[src/hdl/port_fc_pkg.sv]
/*
 * Package for the port one flow-control register bank: register offset,
 * bit positions, reset values and the packed structs that carry requests,
 * straps and negotiation results.
 * Assumes a single 32-bit system register space addressed by byte offset.
 */
package port_fc_pkg;

    // Register space geometry.
    localparam int ADDR_W = 12;
    localparam int DATA_W = 32;
    localparam logic [ADDR_W-1:0] FC_REG_OFFSET = 12'h1A0;

    // Bit positions inside the flow-control register.
    localparam int BIT_BP_EN = 6;
    localparam int BIT_DUPLEX = 5;
    localparam int BIT_RX_ACTIVE = 4;
    localparam int BIT_TX_ACTIVE = 3;
    localparam int BIT_RX_EN = 2;
    localparam int BIT_TX_EN = 1;
    localparam int BIT_MAN_SEL = 0;
    localparam int RESV_LO = 7;

    // Reset values held until the straps are captured.
    localparam logic CTRL_RESET = 1'h0;
    localparam logic DUPLEX_RESET = 1'h0;
    localparam logic [DATA_W-1:0] READ_ZERO = 32'h0;

    // One register access from the system side.
    typedef struct packed {
        logic wr;
        logic rd;
        logic [ADDR_W-1:0] addr;
        logic [DATA_W-1:0] wdata;
    } csr_req_s;

    // Strap values, either sampled at reset or rewritten by the loader.
    typedef struct packed {
        logic backpressure_default_strap;
        logic pause_enable_default_strap;
        logic manual_select_default_strap;
    } strap_s;

    // Port link state and auto-negotiation outcome.
    typedef struct packed {
        logic autoneg_enable;
        logic half_duplex;
        logic an_rx_pause;
        logic an_tx_pause;
    } link_s;

    // Effective flow-control settings driven to the port MAC.
    typedef struct packed {
        logic port1_backpressure_enable;
        logic port1_rx_pause_active;
        logic port1_tx_pause_active;
        logic port1_duplex_status;
    } fc_out_s;

endpackage : port_fc_pkg

[src/hdl/port_fc_select.sv]
/*
 * Port one flow-control select register and its enable logic.
 * Assumes the register access, strap, loader and link inputs are synchronous
 * to CLK_I, and that a loader reload is a single-cycle pulse.
 */
`timescale 1ns/1ps
`default_nettype none

module port_fc_select
(
    // Clock and reset.
    input wire logic CLK_I,
    input wire logic RST_I,
    // Register access.
    input wire port_fc_pkg::csr_req_s CSR_REQ_I,
    output logic [port_fc_pkg::DATA_W-1:0] CSR_RDATA_O,
    output logic CSR_RVALID_O,
    // Straps and loader reload.
    input wire port_fc_pkg::strap_s STRAP_I,
    input wire logic STRAP_RELOAD_I,
    // Link state from the PHY.
    input wire port_fc_pkg::link_s LINK_I,
    // Effective settings to the port MAC.
    output port_fc_pkg::fc_out_s FC_O
);
    import port_fc_pkg::*;

    ////////////////////////////////////////////////////////////////////////////

    logic hit;
    logic bp_q, bp_d;
    logic rx_en_q, rx_en_d;
    logic tx_en_q, tx_en_d;
    logic msel_q, msel_d;
    logic loaded_q, loaded_d;
    logic dup_q, dup_d;
    logic crx_q, crx_d;
    logic ctx_q, ctx_d;
    logic use_manual;
    logic [DATA_W-1:0] rdata_q, rdata_d;
    logic rvalid_q, rvalid_d;

    // Address decode for the single register of this bank.
    assign hit = (CSR_REQ_I.addr == FC_REG_OFFSET);

    ////////////////////////////////////////////////////////////////////////////

    // Control bits: straps load first after reset and on every reload, which
    // wins over a software write landing in the same cycle.
    always_comb
    begin
        loaded_d = 1'h1;
        bp_d = bp_q;
        rx_en_d = rx_en_q;
        tx_en_d = tx_en_q;
        msel_d = msel_q;
        if (!loaded_q || STRAP_RELOAD_I)
        begin
            bp_d = STRAP_I.backpressure_default_strap;
            rx_en_d = STRAP_I.pause_enable_default_strap;
            tx_en_d = STRAP_I.pause_enable_default_strap;
            msel_d = STRAP_I.manual_select_default_strap;
        end
        else if (CSR_REQ_I.wr && hit)
        begin
            // Only the four writable bits are stored; nothing goes to the PHY.
            bp_d = CSR_REQ_I.wdata[BIT_BP_EN];
            rx_en_d = CSR_REQ_I.wdata[BIT_RX_EN];
            tx_en_d = CSR_REQ_I.wdata[BIT_TX_EN];
            msel_d = CSR_REQ_I.wdata[BIT_MAN_SEL];
        end
    end

    // Registers the control bits; the strap capture waits for reset release.
    always_ff @(posedge CLK_I or posedge RST_I)
    begin
        if (RST_I)
        begin
            loaded_q <= 1'h0;
            bp_q <= CTRL_RESET;
            rx_en_q <= CTRL_RESET;
            tx_en_q <= CTRL_RESET;
            msel_q <= CTRL_RESET;
        end
        else
        begin
            loaded_q <= loaded_d;
            bp_q <= bp_d;
            rx_en_q <= rx_en_d;
            tx_en_q <= tx_en_d;
            msel_q <= msel_d;
        end
    end

    ////////////////////////////////////////////////////////////////////////////

    // Source select: manual bits when forced or when negotiation is off.
    assign use_manual = msel_q || !LINK_I.autoneg_enable;

    // Effective status; pause only operates in full duplex, so half duplex
    // forces both pause directions off whichever source is selected.
    always_comb
    begin
        dup_d = LINK_I.half_duplex;
        crx_d = 1'h0;
        ctx_d = 1'h0;
        if (!LINK_I.half_duplex)
        begin
            if (use_manual)
            begin
                crx_d = rx_en_q;
                ctx_d = tx_en_q;
            end
            else
            begin
                crx_d = LINK_I.an_rx_pause;
                ctx_d = LINK_I.an_tx_pause;
            end
        end
    end

    // Registers the status; reset loads fixed values, and the captured straps reach it one cycle after capture.
    always_ff @(posedge CLK_I or posedge RST_I)
    begin
        if (RST_I)
        begin
            dup_q <= DUPLEX_RESET;
            crx_q <= CTRL_RESET;
            ctx_q <= CTRL_RESET;
        end
        else
        begin
            dup_q <= dup_d;
            crx_q <= crx_d;
            ctx_q <= ctx_d;
        end
    end

    ////////////////////////////////////////////////////////////////////////////

    // Read data: the register image on a hit, zero elsewhere, one cycle later.
    always_comb
    begin
        rvalid_d = CSR_REQ_I.rd;
        rdata_d = READ_ZERO;
        if (CSR_REQ_I.rd && hit)
        begin
            rdata_d[BIT_BP_EN] = bp_q;
            rdata_d[BIT_DUPLEX] = dup_q;
            rdata_d[BIT_RX_ACTIVE] = crx_q;
            rdata_d[BIT_TX_ACTIVE] = ctx_q;
            rdata_d[BIT_RX_EN] = rx_en_q;
            rdata_d[BIT_TX_EN] = tx_en_q;
            rdata_d[BIT_MAN_SEL] = msel_q;
        end
    end

    // Registers the read answer.
    always_ff @(posedge CLK_I or posedge RST_I)
    begin
        if (RST_I)
        begin
            rdata_q <= READ_ZERO;
            rvalid_q <= 1'h0;
        end
        else
        begin
            rdata_q <= rdata_d;
            rvalid_q <= rvalid_d;
        end
    end

    // Output drive.
    assign CSR_RDATA_O = rdata_q;
    assign CSR_RVALID_O = rvalid_q;
    assign FC_O.port1_backpressure_enable = bp_q;
    assign FC_O.port1_rx_pause_active = crx_q;
    assign FC_O.port1_tx_pause_active = ctx_q;
    assign FC_O.port1_duplex_status = dup_q;
endmodule : port_fc_select

`default_nettype wire

[config.mk]
export PLATFORM = sky130hd
export DESIGN_NAME = port_fc_select
export DESIGN_NICKNAME = d
export VERILOG_FILES = /design/src/hdl/port_fc_pkg.sv /design/src/hdl/port_fc_select.sv
export SDC_FILE = /design/constraint.sdc
export NUM_CORES = 1
export LEC_CHECK = 0
export BUFFER_PORTS_ARGS = -buffer_cell sky130_fd_sc_hd__buf_2
export CORE_UTILIZATION = 30
export CTS_CLUSTER_SIZE = 20
export DETAILED_ROUTE_END_ITERATION = 12
export PLACE_DENSITY_LB_ADDON = 0.25
export SLEW_MARGIN = 0
export SYNTH_ARGS = -nofsm -noshare
export SYNTH_HDL_FRONTEND = slang
export SYNTH_SLANG_ARGS = --single-unit
export TNS_END_PERCENT = 30
[constraint.sdc]
create_clock -name CLK_I -period 3 [get_ports CLK_I]
set_clock_uncertainty 0.1 [all_clocks]
set_input_delay 0.9 -clock CLK_I [delete_from_list [all_inputs] [get_ports CLK_I]]
set_output_delay 0.9 -clock CLK_I [all_outputs]
set_load 0.02 [all_outputs]
Yosys cells after proc, flatten, opt, wreduce, memory -nomap -nowiden

Cells that the tools add are included.

Equal/unequal tests: 1
Multiplexer cells: 13
Reductions and logical operators: 7

Operators by type and width:

| operator                                                          | count |
|---|---|
| 12-bit by 9-bit == test with 1-bit output (second input constant) | 1 |
| 1-bit 2-to-1 mux                                                  | 12 |
| 7-bit 2-to-1 mux                                                  | 1 |
| 1-bit logical AND                                                 | 2 |
| 1-bit logical NOT                                                 | 2 |
| 1-bit logical OR                                                  | 2 |
| 2-bit nonzero test                                                | 1 |

Register bits after elaboration: 16
Input bits: 56
Output and inout bits: 37
Logic and storage cells: 31

Depth between registers and ports, before layout

Gate-level depths: netlist of run 1.

Depth after elaboration: 4
Mapped depth: 4
Gate-level depth less buffers: 3

Least setup slack after synthesis of run 1

OpenSTA, ideal clock, no wires.

Path type: in2reg
From: input port CSR_REQ_I[43] (netlist bit)
To: register bp_q
Library setup time: 82 ps
Data arrival time: 2,210 ps
Data required time: 2,818 ps
Slack: 608 ps
Stages on the path: 4
Buffers on the path: 1
Cells stage by stage: or4_4 buf_6 or4_1 a31oi_1

Cells in the longest elaborated chain, start to end: 3

Ends and longest elaborated chain:

| what                                      | line                 | RTL |
|---|---|---|
| start: declaration                        | port_fc_select.sv:15 | `input wire port_fc_pkg::csr_req_s CSR_REQ_I,` |
| 12-bit by 9-bit == test with 1-bit output | port_fc_select.sv:44 | `assign hit = (CSR_REQ_I.addr == FC_REG_OFFSET);` |
| 1-bit logical AND                         | port_fc_select.sv:64 | `else if (CSR_REQ_I.wr && hit)` |
| 2-bit nonzero test (no source line)       | -                    |  |
| end signal: assignment                    | port_fc_select.sv:88 | `bp_q <= bp_d;` |
| end: declaration                          | port_fc_select.sv:31 | `logic bp_q, bp_d;` |

No other way between the ends.
A chain may end at the register's enable or synchronous reset.

Final worst setup path of run 1

From: input port CSR_REQ_I[33] (netlist bit)
To: register msel_q

Cells in the longest elaborated chain, start to end: 3

Ends and longest elaborated chain:

| what                                      | line                 | RTL |
|---|---|---|
| 12-bit by 9-bit == test with 1-bit output | port_fc_select.sv:44 |  |
| 1-bit logical AND                         | port_fc_select.sv:64 |  |
| 2-bit nonzero test (no source line)       | -                    |  |
| end signal: assignment                    | port_fc_select.sv:91 | `msel_q <= msel_d;` |
| end: declaration                          | port_fc_select.sv:34 | `logic msel_q, msel_d;` |

No other way between the ends.

==> out/summary.md, run 1 <==
Counting the buffers created by CTS gives 3. On the worst path, the slowest cell contributes a delay of 0.67 ns. After clock tree synthesis, the clock-pin slew on the worst setup and hold paths is 0.09 ns.

The first detailed-routing pass took 8 iterations. The detail-routed net length per standard cell works out to 9.44 microns. For this run, the total global-route usage over all layers was measured as 9.48%.

For the synthesized cell area, the log shows 906 sq um. The multi-input combinational cells in the finished layout cover a total of 343 sq um. For the placed wire-length estimate after detailed placement, the log shows 1200 microns.

For this run, global-route usage on met2 was measured as 13.6%. The final-report hold violation count was 0. In this run the critical register-to-register path is launched from loaded_q. The clock sink count came out at 16. TritonCTS built the clock tree.

The required arrival time at the worst endpoint is 3.11 ns. In this run the tightest slew margin relative to its limit is 61.6%. The leakage power was 0.561 nW; the total length of routed wires was 1460 microns. The library cells used most frequently in the layout, excluding fill and tap cells, are sky130_fd_sc_hd__buf_2 (39), sky130_fd_sc_hd__conb_1 (26), sky130_fd_sc_hd__dfrtp_1 (16). The smallest clock period supported by the final layout is computed as 2.29 ns. Walking the worst path, the cells encountered are buf_2, or4b_1, or4_1, a31oi_1.

The width of the chip is 57.0 microns. The flow ran to the end, but the final reports show violations. The number of global-route vias before repair was 539; the power per unit of standard cell area was 436 nW/um^2. The path class of the tightest hold or removal check is reg -> reg.

At the later pin of the worst-skew pair, clock insertion delay measures 0.28 ns. The average cell area after synthesis was 10.1 sq um; the sequential cell area in the final layout was 400 sq um. The logs give 2810 sq um for the core box area and 2300 microns for the first-pass GRT wire length. Type of the worst setup path: in -> reg. The count of buffers from port buffering is 39, and the global placement routability congestion is 0.739. For this design, the CTS-stage hold fixing added 0 buffers. Entering global routing, the biggest net connects 17 pins. After the flow finishes, the layout carries non-filler instances totaling 155.

For this run, the number of Yosys warnings is 0. For the pin with the worst max-slew slack, the measured transition is 0.576 ns. The tool flagged a number of max-cap violations equal to 0.

The slowest stage of the critical path belongs to the cell sky130_fd_sc_hd__or4b_1. After global routing the overflow that remains totals 0. The area growth from synthesis to layout is 13.1%.

The library cell used most frequently in the layout, excluding fill and tap cells, is sky130_fd_sc_hd__buf_2. The checks that failed: DRC. Row generation in the floorplan step produced 19 rows. 0 antenna diodes ended up in the layout. Setup repair after global routing left no endpoint under its margin.

The number of gates resized after CTS was 0. The clock passes through at most 2 buffers. The first routing iteration left 11 violations.

The maximum level of the CTS H-tree is 1. The worst setup path is launched from an input port. The final number of max-transition violations was 0. Counting the fill cells in the layout gives 303. The share of layout cells above drive strength 1 came out at 36.3%. The detail route stage leaves a number of antenna-violating nets equal to 0. Global routing used 12.1% of the available met1 tracks.

Setup violations remaining at the end of the flow were counted as 0. The critical path data arrival time is 2.40 ns, and the initial antenna violation count is 0. The portion of the clock cycle consumed by the worst path in the final layout is 76.3%. The die area is 3240 sq um, and the detailed-route via count is 649.

The logs give 151 for the number of cells in the design after placement and 0.116 mV for the maximum ir drop on the vdd rail. The largest fanout on the critical path works out to 9. Once the clock tree was built, the setup fixing pass inserted 0 buffers.

The netlist uses 19 different library cells. Counting flops and latches in the post-synthesis netlist gives 16. For the number of ports placed on the die boundary, the log shows 93. Critical path startpoint: CSR_REQ_I[33]. The worst hold path begins at ctx_q.

Number of vias per cell: 4.19. STA classifies the critical path endpoint as a register. The tools report the starting density of the core as 32.3%. The layer flagged by global routing as most heavily used is met2. The root buffer cell chosen for the clock tree is sky130_fd_sc_hd__clkbuf_4. In the final design database the tool counted 181 nets. The accumulated negative setup slack was 0 ns; the instance count of the mapped netlist was 90. In the routed design, unresolved DRC markers number 8. Sequential cells were found to cover 44.2% of the synthesized design area.

The logs give 3.17% for the met3 track demand over resource and 0.437 GHz for the fmax. Die boundary height: 57.0 microns.
per-layer routing:
layer,vias up,share of wire (%)
li1,317,-
met4,0,1.2
met2,49,44
met5,-,0
met1,281,40
met3,2,15
registers in the layout, summed over array words and instances (netlist names):
name,cells
rx_en_q,1
CSR_RDATA_O,7
dup_q,1
tx_en_q,1
bp_q,1
crx_q,1
CSR_RVALID_O,1
ctx_q,1
loaded_q,1
msel_q,1
where the power goes:
group | switching [mW] | internal (mW)
clock | 0.0644 | 0.0739
sequential | 0.00480 | 0.224
combinational | 0.0550 | 0.0246
total | 0.124 | 0.323
cell families (layout without fill, tap and decap cells):
group           count (synthesis)  after routing  share of synthesized area [%]
compound gates                  8              8                           6.63
flops                          16             16                           44.2
mux                             2              2                           2.21
other cells                     2             26                          0.829
buf+inv                        36             46                           27.9
simple gates                   26             26                           18.2
cells in the mapped netlist:
cell type,number,area [sq um]
sky130_fd_sc_hd__nor2b_1,2,12.5
sky130_fd_sc_hd__clkbuf_1,2,7.51
sky130_fd_sc_hd__conb_1,2,7.51
sky130_fd_sc_hd__buf_4,29,218
sky130_fd_sc_hd__nand2_1,4,15.0
sky130_fd_sc_hd__or4b_1,1,10.0
sky130_fd_sc_hd__mux2i_1,2,20.0
sky130_fd_sc_hd__dfrtp_1,16,400
sky130_fd_sc_hd__nand4bb_1,1,11.3
sky130_fd_sc_hd__and2_1,7,43.8
sky130_fd_sc_hd__nor4_2,1,12.5
sky130_fd_sc_hd__or4_1,4,30.0
sky130_fd_sc_hd__o41ai_1,4,35.0
sky130_fd_sc_hd__nor2_1,5,18.8
sky130_fd_sc_hd__a31oi_1,4,25.0
sky130_fd_sc_hd__buf_2,1,5.00
sky130_fd_sc_hd__inv_1,3,11.3
sky130_fd_sc_hd__or4_4,1,11.3
sky130_fd_sc_hd__buf_6,1,11.3
final timing paths:
| check | cells past startpoint | slack, ns | endpoint |
|---|---|---|---|
| max reg2reg | 3 | 1.87 | rx_en_q |
| max in group asynchronous | 2 | 1.87 | CSR_RVALID_O |
| min in group asynchronous | 2 | 0.56 | CSR_RDATA_O[5] |
| min reg2reg | 1 | 0.38 | CSR_RDATA_O[3] |
| max | 4 | 0.71 | msel_q |
| min | 1 | 0.38 | CSR_RDATA_O[3] |
cell type report:
| cell class | instances | area share (%) |
|---|---|---|
| inverters | 3 | 1.10 |
| repair buffers | 39 | 19.0 |
| multi-input cells | 62 | 33.5 |
| clock buffers | 4 | 3.54 |
| well taps | 31 | 3.79 |
| flip-flops and latches | 16 | 39.1 |
stage by stage:
stage / hold WS (ns) / total power, mW / utilization [%] / setup slack (ns) / cell area (sq um)
after floorplan: 0.355 / 0.318 / - / 0.608 / 996
after global placement: 0.361 / 0.313 / 35.2 / 0.406 / 988
after detailed placement: 0.365 / 0.314 / 35.2 / 0.416 / 988
after CTS: 0.386 / 0.453 / 36.5 / 0.720 / 1020
after global routing: 0.412 / 0.473 / 36.5 / 0.605 / 1020
final: 0.381 / 0.447 / 36.5 / 0.710 / 1020
critical path: cells and delay by family:
kind            cells  cell delay [ns]
compound gates      1             0.19
buf+inv             1             0.09
simple gates        2             1.22
Note: power is estimated with default switching activity, not from simulation.
==> run 2: changes to the inputs <==
- ABC_AREA: default -> 1
- clock period: 3 -> 2.3 ns (I/O delays scaled with it)
==> run 2 against run 1 <==
  * The flow still finishes with violations (DRC)
  * Non-clock buffer count stayed put
  * Die area is 2.4% higher
  * Clock power hardly changed
  * Register-to-register slack worse by 0.69 ns
  * Critical path depth is 3 lower
  * Synthesized cell count is 26% higher
  * Hold slack worse by 0.017 ns
  * Sequential power is 31% higher
  * Via count is 8.3% higher
  * Worst setup slack worse by 0.037 ns
  * Core utilization is 0.53 points higher
  * Cell area is 3.2% higher
==> out/summary.md, run 2 <==
The run finished, with violations left. Failing checks: DRC (unchanged). The area share of the largest cell type after synthesis is 43.1% (was 44.2%), and the accumulated negative setup slack is 0 ns (unchanged). The worst min-delay path class was in -> async (was reg -> reg). The final number of max-transition violations came out at 0 (unchanged).

List of most frequent post-synthesis cells: sky130_fd_sc_hd__buf_4 (29), sky130_fd_sc_hd__nand2_1 (24), sky130_fd_sc_hd__dfrtp_1 (16) (was sky130_fd_sc_hd__buf_4 (29), sky130_fd_sc_hd__dfrtp_1 (16), sky130_fd_sc_hd__and2_1 (7)). The distinct cell type count of the synthesized netlist is 16 (was 19), and the core box area is 2850 sq um (was 2810 sq um). The width of the chip was 57.6 microns (was 57.0 microns); the final-report hold violation count was 0 (unchanged). The dominant combinational cell family by area after synthesis was buffers and inverters (unchanged). For the clock sink count, the log shows 16 (unchanged).

Setup repair after global routing left no endpoint under its margin. The first-pass GRT wire length is 2600 microns (was 2300 microns), and the average cell area after synthesis is 8.22 sq um (was 10.1 sq um). TritonCTS built the clock tree. List of cells traversed by the critical path: buf_2 (was buf_2, or4b_1, or4_1, a31oi_1). The number of global-route vias before repair was 668 (was 539).

The slowest cell on the critical path was sky130_fd_sc_hd__dfrtp_1 (was sky130_fd_sc_hd__or4b_1). The number of warning messages in the yosys log was 0 (unchanged). Critical path data arrival time: 0.84 ns (was 2.40 ns). The number of filler instances in the final layout is 320 (was 303), and the detailed-route via count is 703 (was 649). The number of setup violations in the final report came out at 0 (unchanged).

Top post-synthesis cells by area: sky130_fd_sc_hd__dfrtp_1 (43%), sky130_fd_sc_hd__buf_4 (23%), sky130_fd_sc_hd__nand2_1 (9.7%) (was sky130_fd_sc_hd__dfrtp_1 (44%), sky130_fd_sc_hd__buf_4 (24%), sky130_fd_sc_hd__and2_1 (4.8%)). For the overall global routing resource usage, the log shows 10.2% (was 9.48%). The setup fix buffers added after clock tree synthesis was 0 (unchanged). The utilization after layout was 37.1% (was 36.5%); the fmax was 0.614 GHz.

Required arrival time at the worst endpoint: 1.51 ns (was 3.11 ns). The number of DRC violations after detailed-routing iteration 0 was 13 (was 11). The peak per-stage delay on the critical path was 0.40 ns (was 0.67 ns). The number of flip-flops in the largest register came out at 7 (unchanged).

The iteration count of the initial detailed-routing pass was 8 (unchanged). The number of nets still failing antenna checks after routing came out at 0 (unchanged). The tools report the placed wire-length estimate after detailed placement as 1260 microns (was 1200 microns). The die boundary height was 57.6 microns (was 57.0 microns); the actual slew at the worst max-slew pin was 0.583 ns (was 0.576 ns). The tools report the maximum ir drop on the vdd rail as 0.146 mV (was 0.116 mV). The run gives 0.27 ns (was 0.28 ns) as the clock latency reported for the late side of the worst-skew pair.

Leading area contributor after synthesis: sky130_fd_sc_hd__dfrtp_1 (unchanged). The number of synthesized flops with an enable pin was 0 (unchanged). Maximum level of the CTS H-tree: 1 (unchanged). The total DRC errors in the routed layout was 3 (was 8); the area fraction in and, or, nand and nor cells after synthesis was 25.5% (was 18.2%).

Detail-routed net length per standard cell: 8.21 microns (was 9.44 microns). The async set-reset flop share out of synthesis is 100% (unchanged), and the starting density of the core is 32.5% (was 32.3%). For the leakage power, the log shows 0.648 nW (was 0.561 nW).

The run gives 0.687 (was 0.739) as the global placement routability congestion. For the number of antenna repair diodes, the log shows 0 (unchanged). The family with the most delay on the worst path is flip-flops (was simple AND/OR/NAND/NOR gates). The relative max-transition margin is 61.1% (was 61.6%).

The number of vias per cell was 3.88 (was 4.19); the row count was 19 (unchanged). Dominant synthesized flop cell: sky130_fd_sc_hd__dfrtp_1 (unchanged). The fraction of synthesized cell area in xor and xnor cells was 0% (unchanged); the die area was 3320 sq um (was 3240 sq um). The run gives 2 (unchanged) as the buffer levels on the longest clock path.

Count of buffer and inverter cells on the critical path: 1 (unchanged). The tools report the layout net count as 208 (was 181). The share of layout cells above drive strength 1 came out at 33.3% (was 36.3%). The logs give 0 (unchanged) for the post-cts repair resize count and 113 (was 90) for the instance count of the mapped netlist. The power per unit of standard cell area is 530 nW/um^2 (was 436 nW/um^2). Most frequent cells in the layout: sky130_fd_sc_hd__buf_2 (39), sky130_fd_sc_hd__conb_1 (26), sky130_fd_sc_hd__nand2_1 (24) (was sky130_fd_sc_hd__buf_2 (39), sky130_fd_sc_hd__conb_1 (26), sky130_fd_sc_hd__dfrtp_1 (16)).

The most common cell after layout, fill and taps aside was sky130_fd_sc_hd__buf_2 (unchanged). Master cell of the clock root buffer: sky130_fd_sc_hd__clkbuf_4 (unchanged). The maximum number of pins on one net before global-route repair is 17 (unchanged). Most common cell in the netlist: sky130_fd_sc_hd__buf_4 (unchanged). The endpoint kind of the worst setup timing path was an output port (was a register).

The total clock buffers created by CTS came out at 3 (unchanged). The sequential share of the synthesized area is 43.1% (was 44.2%), and the count of state elements after synthesis is 16 (unchanged). The complex-gate fraction of the synthesized area was 1.62% (was 6.63%); the portion of the clock cycle consumed by the worst path in the final layout was 70.8%. Layout overhead on the synthesized area: 13.9% (was 13.1%). The clock slew seen by the registers of the worst setup and hold paths is 0.08 ns (was 0.09 ns). The kind of start point of the critical path is a register (was an input port). The run gives 1490 microns (was 1460 microns) as the total length of routed wires. The count of buffers from port buffering was 39 (unchanged); the largest fanout on the critical path was 3 (was 9). Portion of netlist area occupied by mux cells: 0% (was 2.21%). The adder-cell share of the synthesized area is 0% (unchanged), and the leftover overflow at the end of global routing is 0 (unchanged). The synthesized cell area came out at 928 sq um (was 906 sq um). The logs give 0 (unchanged) for the total of max-cap violations and 0 (unchanged) for the initial antenna violation count.

The number of buffers inserted by hold repair at cts is 0 (unchanged), and the post-route minimum period is 1.63 ns. The run gives 93 (unchanged) as the number of ports placed on the die boundary. Type of the worst setup path: reg -> out (was in -> reg).
## run 2: cells by family after synthesis
| kind of cell | count (synthesis) |
|---|---|
| and+or+nand+nor | 51 |
| buffers and inverters | 42 |
| DFF | 16 |
| AOI/OAI and AO/OA | 2 |
| other | 2 |
## run 2: final timing paths
kind                       startpoint              to  slack (ns)  cells after the start
max                              bp_q         FC_O[3]        0.67                      1
min                             RST_I  CSR_RDATA_O[5]        0.36                      2
max reg2reg                  loaded_q         rx_en_q        1.18                      6
max in group asynchronous       RST_I  CSR_RDATA_O[6]        1.36                      2
min in group CLK_I              ctx_q  CSR_RDATA_O[3]        0.39                      2
min reg2reg                     ctx_q  CSR_RDATA_O[3]        0.39                      2
## run 2: final cells by class
cell class	count	area, sq um	area share (%)
sequential	16	400	37.9
multi-input combinational	79	349	33.0
timing repair buffer	39	195	18.5
inverter	13	51.3	4.85
tap	31	38.8	3.67
clock buffer	3	22.5	2.13
## run 2: report_power, final
part           leakage (nW)  internal [mW]  switching [mW]
Clock                0.0138         0.0606          0.0780
Sequential            0.207          0.294         0.00667
Combinational         0.427         0.0355          0.0849
Total                 0.648          0.390           0.170
## run 2: metal layers
metal / up-vias / wire length, microns / global-route usage, %
met5: - / 0 / 0
met4: 0 / 0 / 5.23
met3: 0 / 146 / 2.68
met2: 39 / 730 / 18.4
met1: 306 / 609 / 10.9
li1: 358 / - / -
## run 2: metrics by stage
stage	instance area (sq um)	std cells	hold WS [ns]	total power, mW	setup WS (ns)
final	1060	181	0.364	0.560	0.673
after floorplan	1020	137	0.373	0.428	0.884
after detailed placement	1030	178	0.383	0.429	0.670
after global routing	1060	181	0.401	0.602	0.614
after global placement	1030	178	0.383	0.426	0.698
after CTS	1060	181	0.384	0.572	0.652
==> run 3: changes to the inputs <==
- clock period: 2.3 -> 1.39 ns (I/O delays scaled with it)
==> run 3 against run 2 <==
  * The flow still finishes with violations (DRC)
  * Combinational power up 75%
  * Power up 67%
  * Via count unchanged
  * Highest routed layer unchanged
==> out/summary.md, run 3 (same netlist as run 2, synthesis figures left out) <==
Most frequent cells in the layout: sky130_fd_sc_hd__buf_2 (38), sky130_fd_sc_hd__conb_1 (26), sky130_fd_sc_hd__nand2_1 (24) (was sky130_fd_sc_hd__buf_2 (39), sky130_fd_sc_hd__conb_1 (26), sky130_fd_sc_hd__nand2_1 (24)). The number of buffers inserted by hold repair at cts was 0 (unchanged). The run gives 1250 microns (was 1260 microns) as the placed wire-length estimate after detailed placement. The family with the most delay on the worst path was flip-flops (unchanged). For the finished layout, the period the worst path requires is 1.33 ns. The final-report hold violation count is 0 (unchanged), and the initial antenna violation count is 0 (unchanged). The die boundary height was 57.6 microns (unchanged). The kind of start point of the critical path was a register (unchanged). The most common cell after layout, fill and taps aside was sky130_fd_sc_hd__buf_2 (unchanged).

The capturing instance or port of the critical path is FC_O[3] (unchanged). TritonCTS built the clock tree. The number of vias per cell came out at 3.84 (was 3.88). The number of antenna repair diodes came out at 0 (unchanged).

The total DRC errors in the routed layout is 3 (unchanged). The number of flip-flops in the largest register came out at 7 (unchanged). The count of buffers from port buffering is 39 (unchanged), and the required arrival time at the worst endpoint is 0.87 ns (was 1.51 ns). The number of cells on the critical path is 1 (unchanged).

The slowest cell on the critical path was sky130_fd_sc_hd__dfrtp_1 (unchanged). The total of max-cap violations is 0 (unchanged), and the worst setup slack before clock tree synthesis is 0.0223 ns (was 0.670 ns). The tools report the critical path startpoint as bp_q (unchanged). The logs give 32.5% (unchanged) for the starting density of the core and 0.0569 ns (was 0.673 ns) for the minimum setup slack in the final design. The clock sink count came out at 16 (unchanged). The logs give 9.93% (was 10.2%) for the overall global routing resource usage and 0.660 nW (was 0.648 nW) for the leakage power. Row count: 19 (unchanged).

The share of layout cells above drive strength 1 was 34.2% (was 33.3%). The logs give 0.27 ns (was 1.18 ns) for the reg2reg setup slack and 0.27 ns (about the same) for the clock latency reported for the late side of the worst-skew pair. The tools report the critical register-to-register path endpoint as rx_en_q (unchanged).

The run gives 0 ns (unchanged) as the accumulated negative setup slack. The maximum level of the CTS H-tree came out at 1 (unchanged). Number of setup violations in the final report: 0 (unchanged). List of cells traversed by the critical path: buf_6 (was buf_2).

The detail-routed net length per standard cell came out at 8.22 microns (was 8.21 microns). The run gives 2850 sq um (unchanged) as the core box area. The largest fanout on the critical path came out at 3 (unchanged). Startpoint of the most critical register-to-register path: loaded_q (unchanged). The worst min-delay path class is in -> async (unchanged). The power per unit of standard cell area came out at 867 nW/um^2 (was 530 nW/um^2).

The tools report the number of nets still failing antenna checks after routing as 0 (unchanged). The iteration count of the initial detailed-routing pass is 7 (was 8). For the buffer levels on the longest clock path, the log shows 2 (unchanged).

The logs give 3 (unchanged) for the total clock buffers created by CTS and 703 (unchanged) for the detailed-route via count. The critical path data arrival time was 0.82 ns (was 0.84 ns). The type of the worst setup path was reg -> out (unchanged). The layout overhead on the synthesized area was 16.2% (was 13.9%); the fmax was 0.750 GHz. The number of cells in the finished layout apart from fillers is 183 (was 181). The depth of the worst register-to-register path came out at 6 (unchanged).

The tools report the endpoint kind of the worst setup timing path as an output port (unchanged). The run gives 636 (was 668) as the number of global-route vias before repair. The master cell of the clock root buffer was sky130_fd_sc_hd__clkbuf_4 (unchanged). The count of buffer and inverter cells on the critical path was 1 (unchanged); the portion of the clock cycle consumed by the worst path in the final layout was 95.9%. The width of the chip was 57.6 microns (unchanged). The run finished, with violations left.

The run gives 1510 microns (was 1490 microns) as the total length of routed wires. Maximum ir drop on the vdd rail: 0.236 mV (was 0.146 mV). Failing checks: DRC (unchanged). The number of ports placed on the die boundary is 93 (unchanged). For the die area, the log shows 3320 sq um (unchanged).

Peak per-stage delay on the critical path: 0.41 ns (was 0.40 ns). The run gives 19 (was 13) as the number of DRC violations after detailed-routing iteration 0. The global placement routability congestion was 0.679 (was 0.687). The clock slew seen by the registers of the worst setup and hold paths is 0.08 ns (about the same). The tools report the number of cells in the design after placement as 179 (was 178). Setup repair after global routing left no endpoint under its margin. The maximum number of pins on one net before global-route repair was 17 (unchanged).

For the leftover overflow at the end of global routing, the log shows 0 (unchanged). The tools report the layout net count as 210 (was 208). The tools report the first-pass GRT wire length as 2520 microns (was 2600 microns). The tools report the final number of max-transition violations as 0 (unchanged).
## run 3: layout make-up
type | count | area (sq um)
Tap cell | 31 | 38.8
Sequential cell | 16 | 400
Timing Repair Buffer | 41 | 216
Multi-Input combinational cell | 79 | 349
Fill cell | 320 | 1770
Inverter | 13 | 51.3
Clock buffer | 3 | 22.5
## run 3: worst min-delay path by stage
stage,from,endpoint,cells past startpoint
floorplan,RST_I,CSR_RDATA_O[0],1
global placement,RST_I,CSR_RDATA_O[5],3
detailed placement,RST_I,CSR_RDATA_O[5],3
CTS,RST_I,CSR_RDATA_O[5],3
global route,RST_I,crx_q,3
finish,RST_I,CSR_RDATA_O[5],3
## run 3: what timing repair did
item                                    4_1_cts  5_1_grt
gates resized for setup                       0        2
setup buffers                                 0        1
endpoints found under the setup margin        0        1
## run 3: report_power, final
| group | total [mW] | switching, mW | internal [mW] |
|---|---|---|---|
| clock network | 0.227 | 0.127 | 0.100 |
| logic | 0.210 | 0.142 | 0.0677 |
| registers | 0.498 | 0.0110 | 0.487 |
| total | 0.935 | 0.280 | 0.655 |
## run 3: per-stage QoR
stage	util, %	area (sq um)	power, mW	hold WS, ns
floorplan	-	1020	0.709	0.231
global placement	36.5	1040	0.707	0.326
detailed placement	36.5	1040	0.710	0.332
CTS	37.3	1060	0.946	0.0221
global route	37.8	1080	1.01	0.0237
finish	37.8	1080	0.935	0.0265
## run 3: layer usage
layer	up-vias	part of all wire, %	global-route usage [%]
met5	-	0	0
met4	0	0	5.23
li1	364	-	-
met2	39	49	17.1
met1	300	41	11.1
met3	0	9.4	2.90
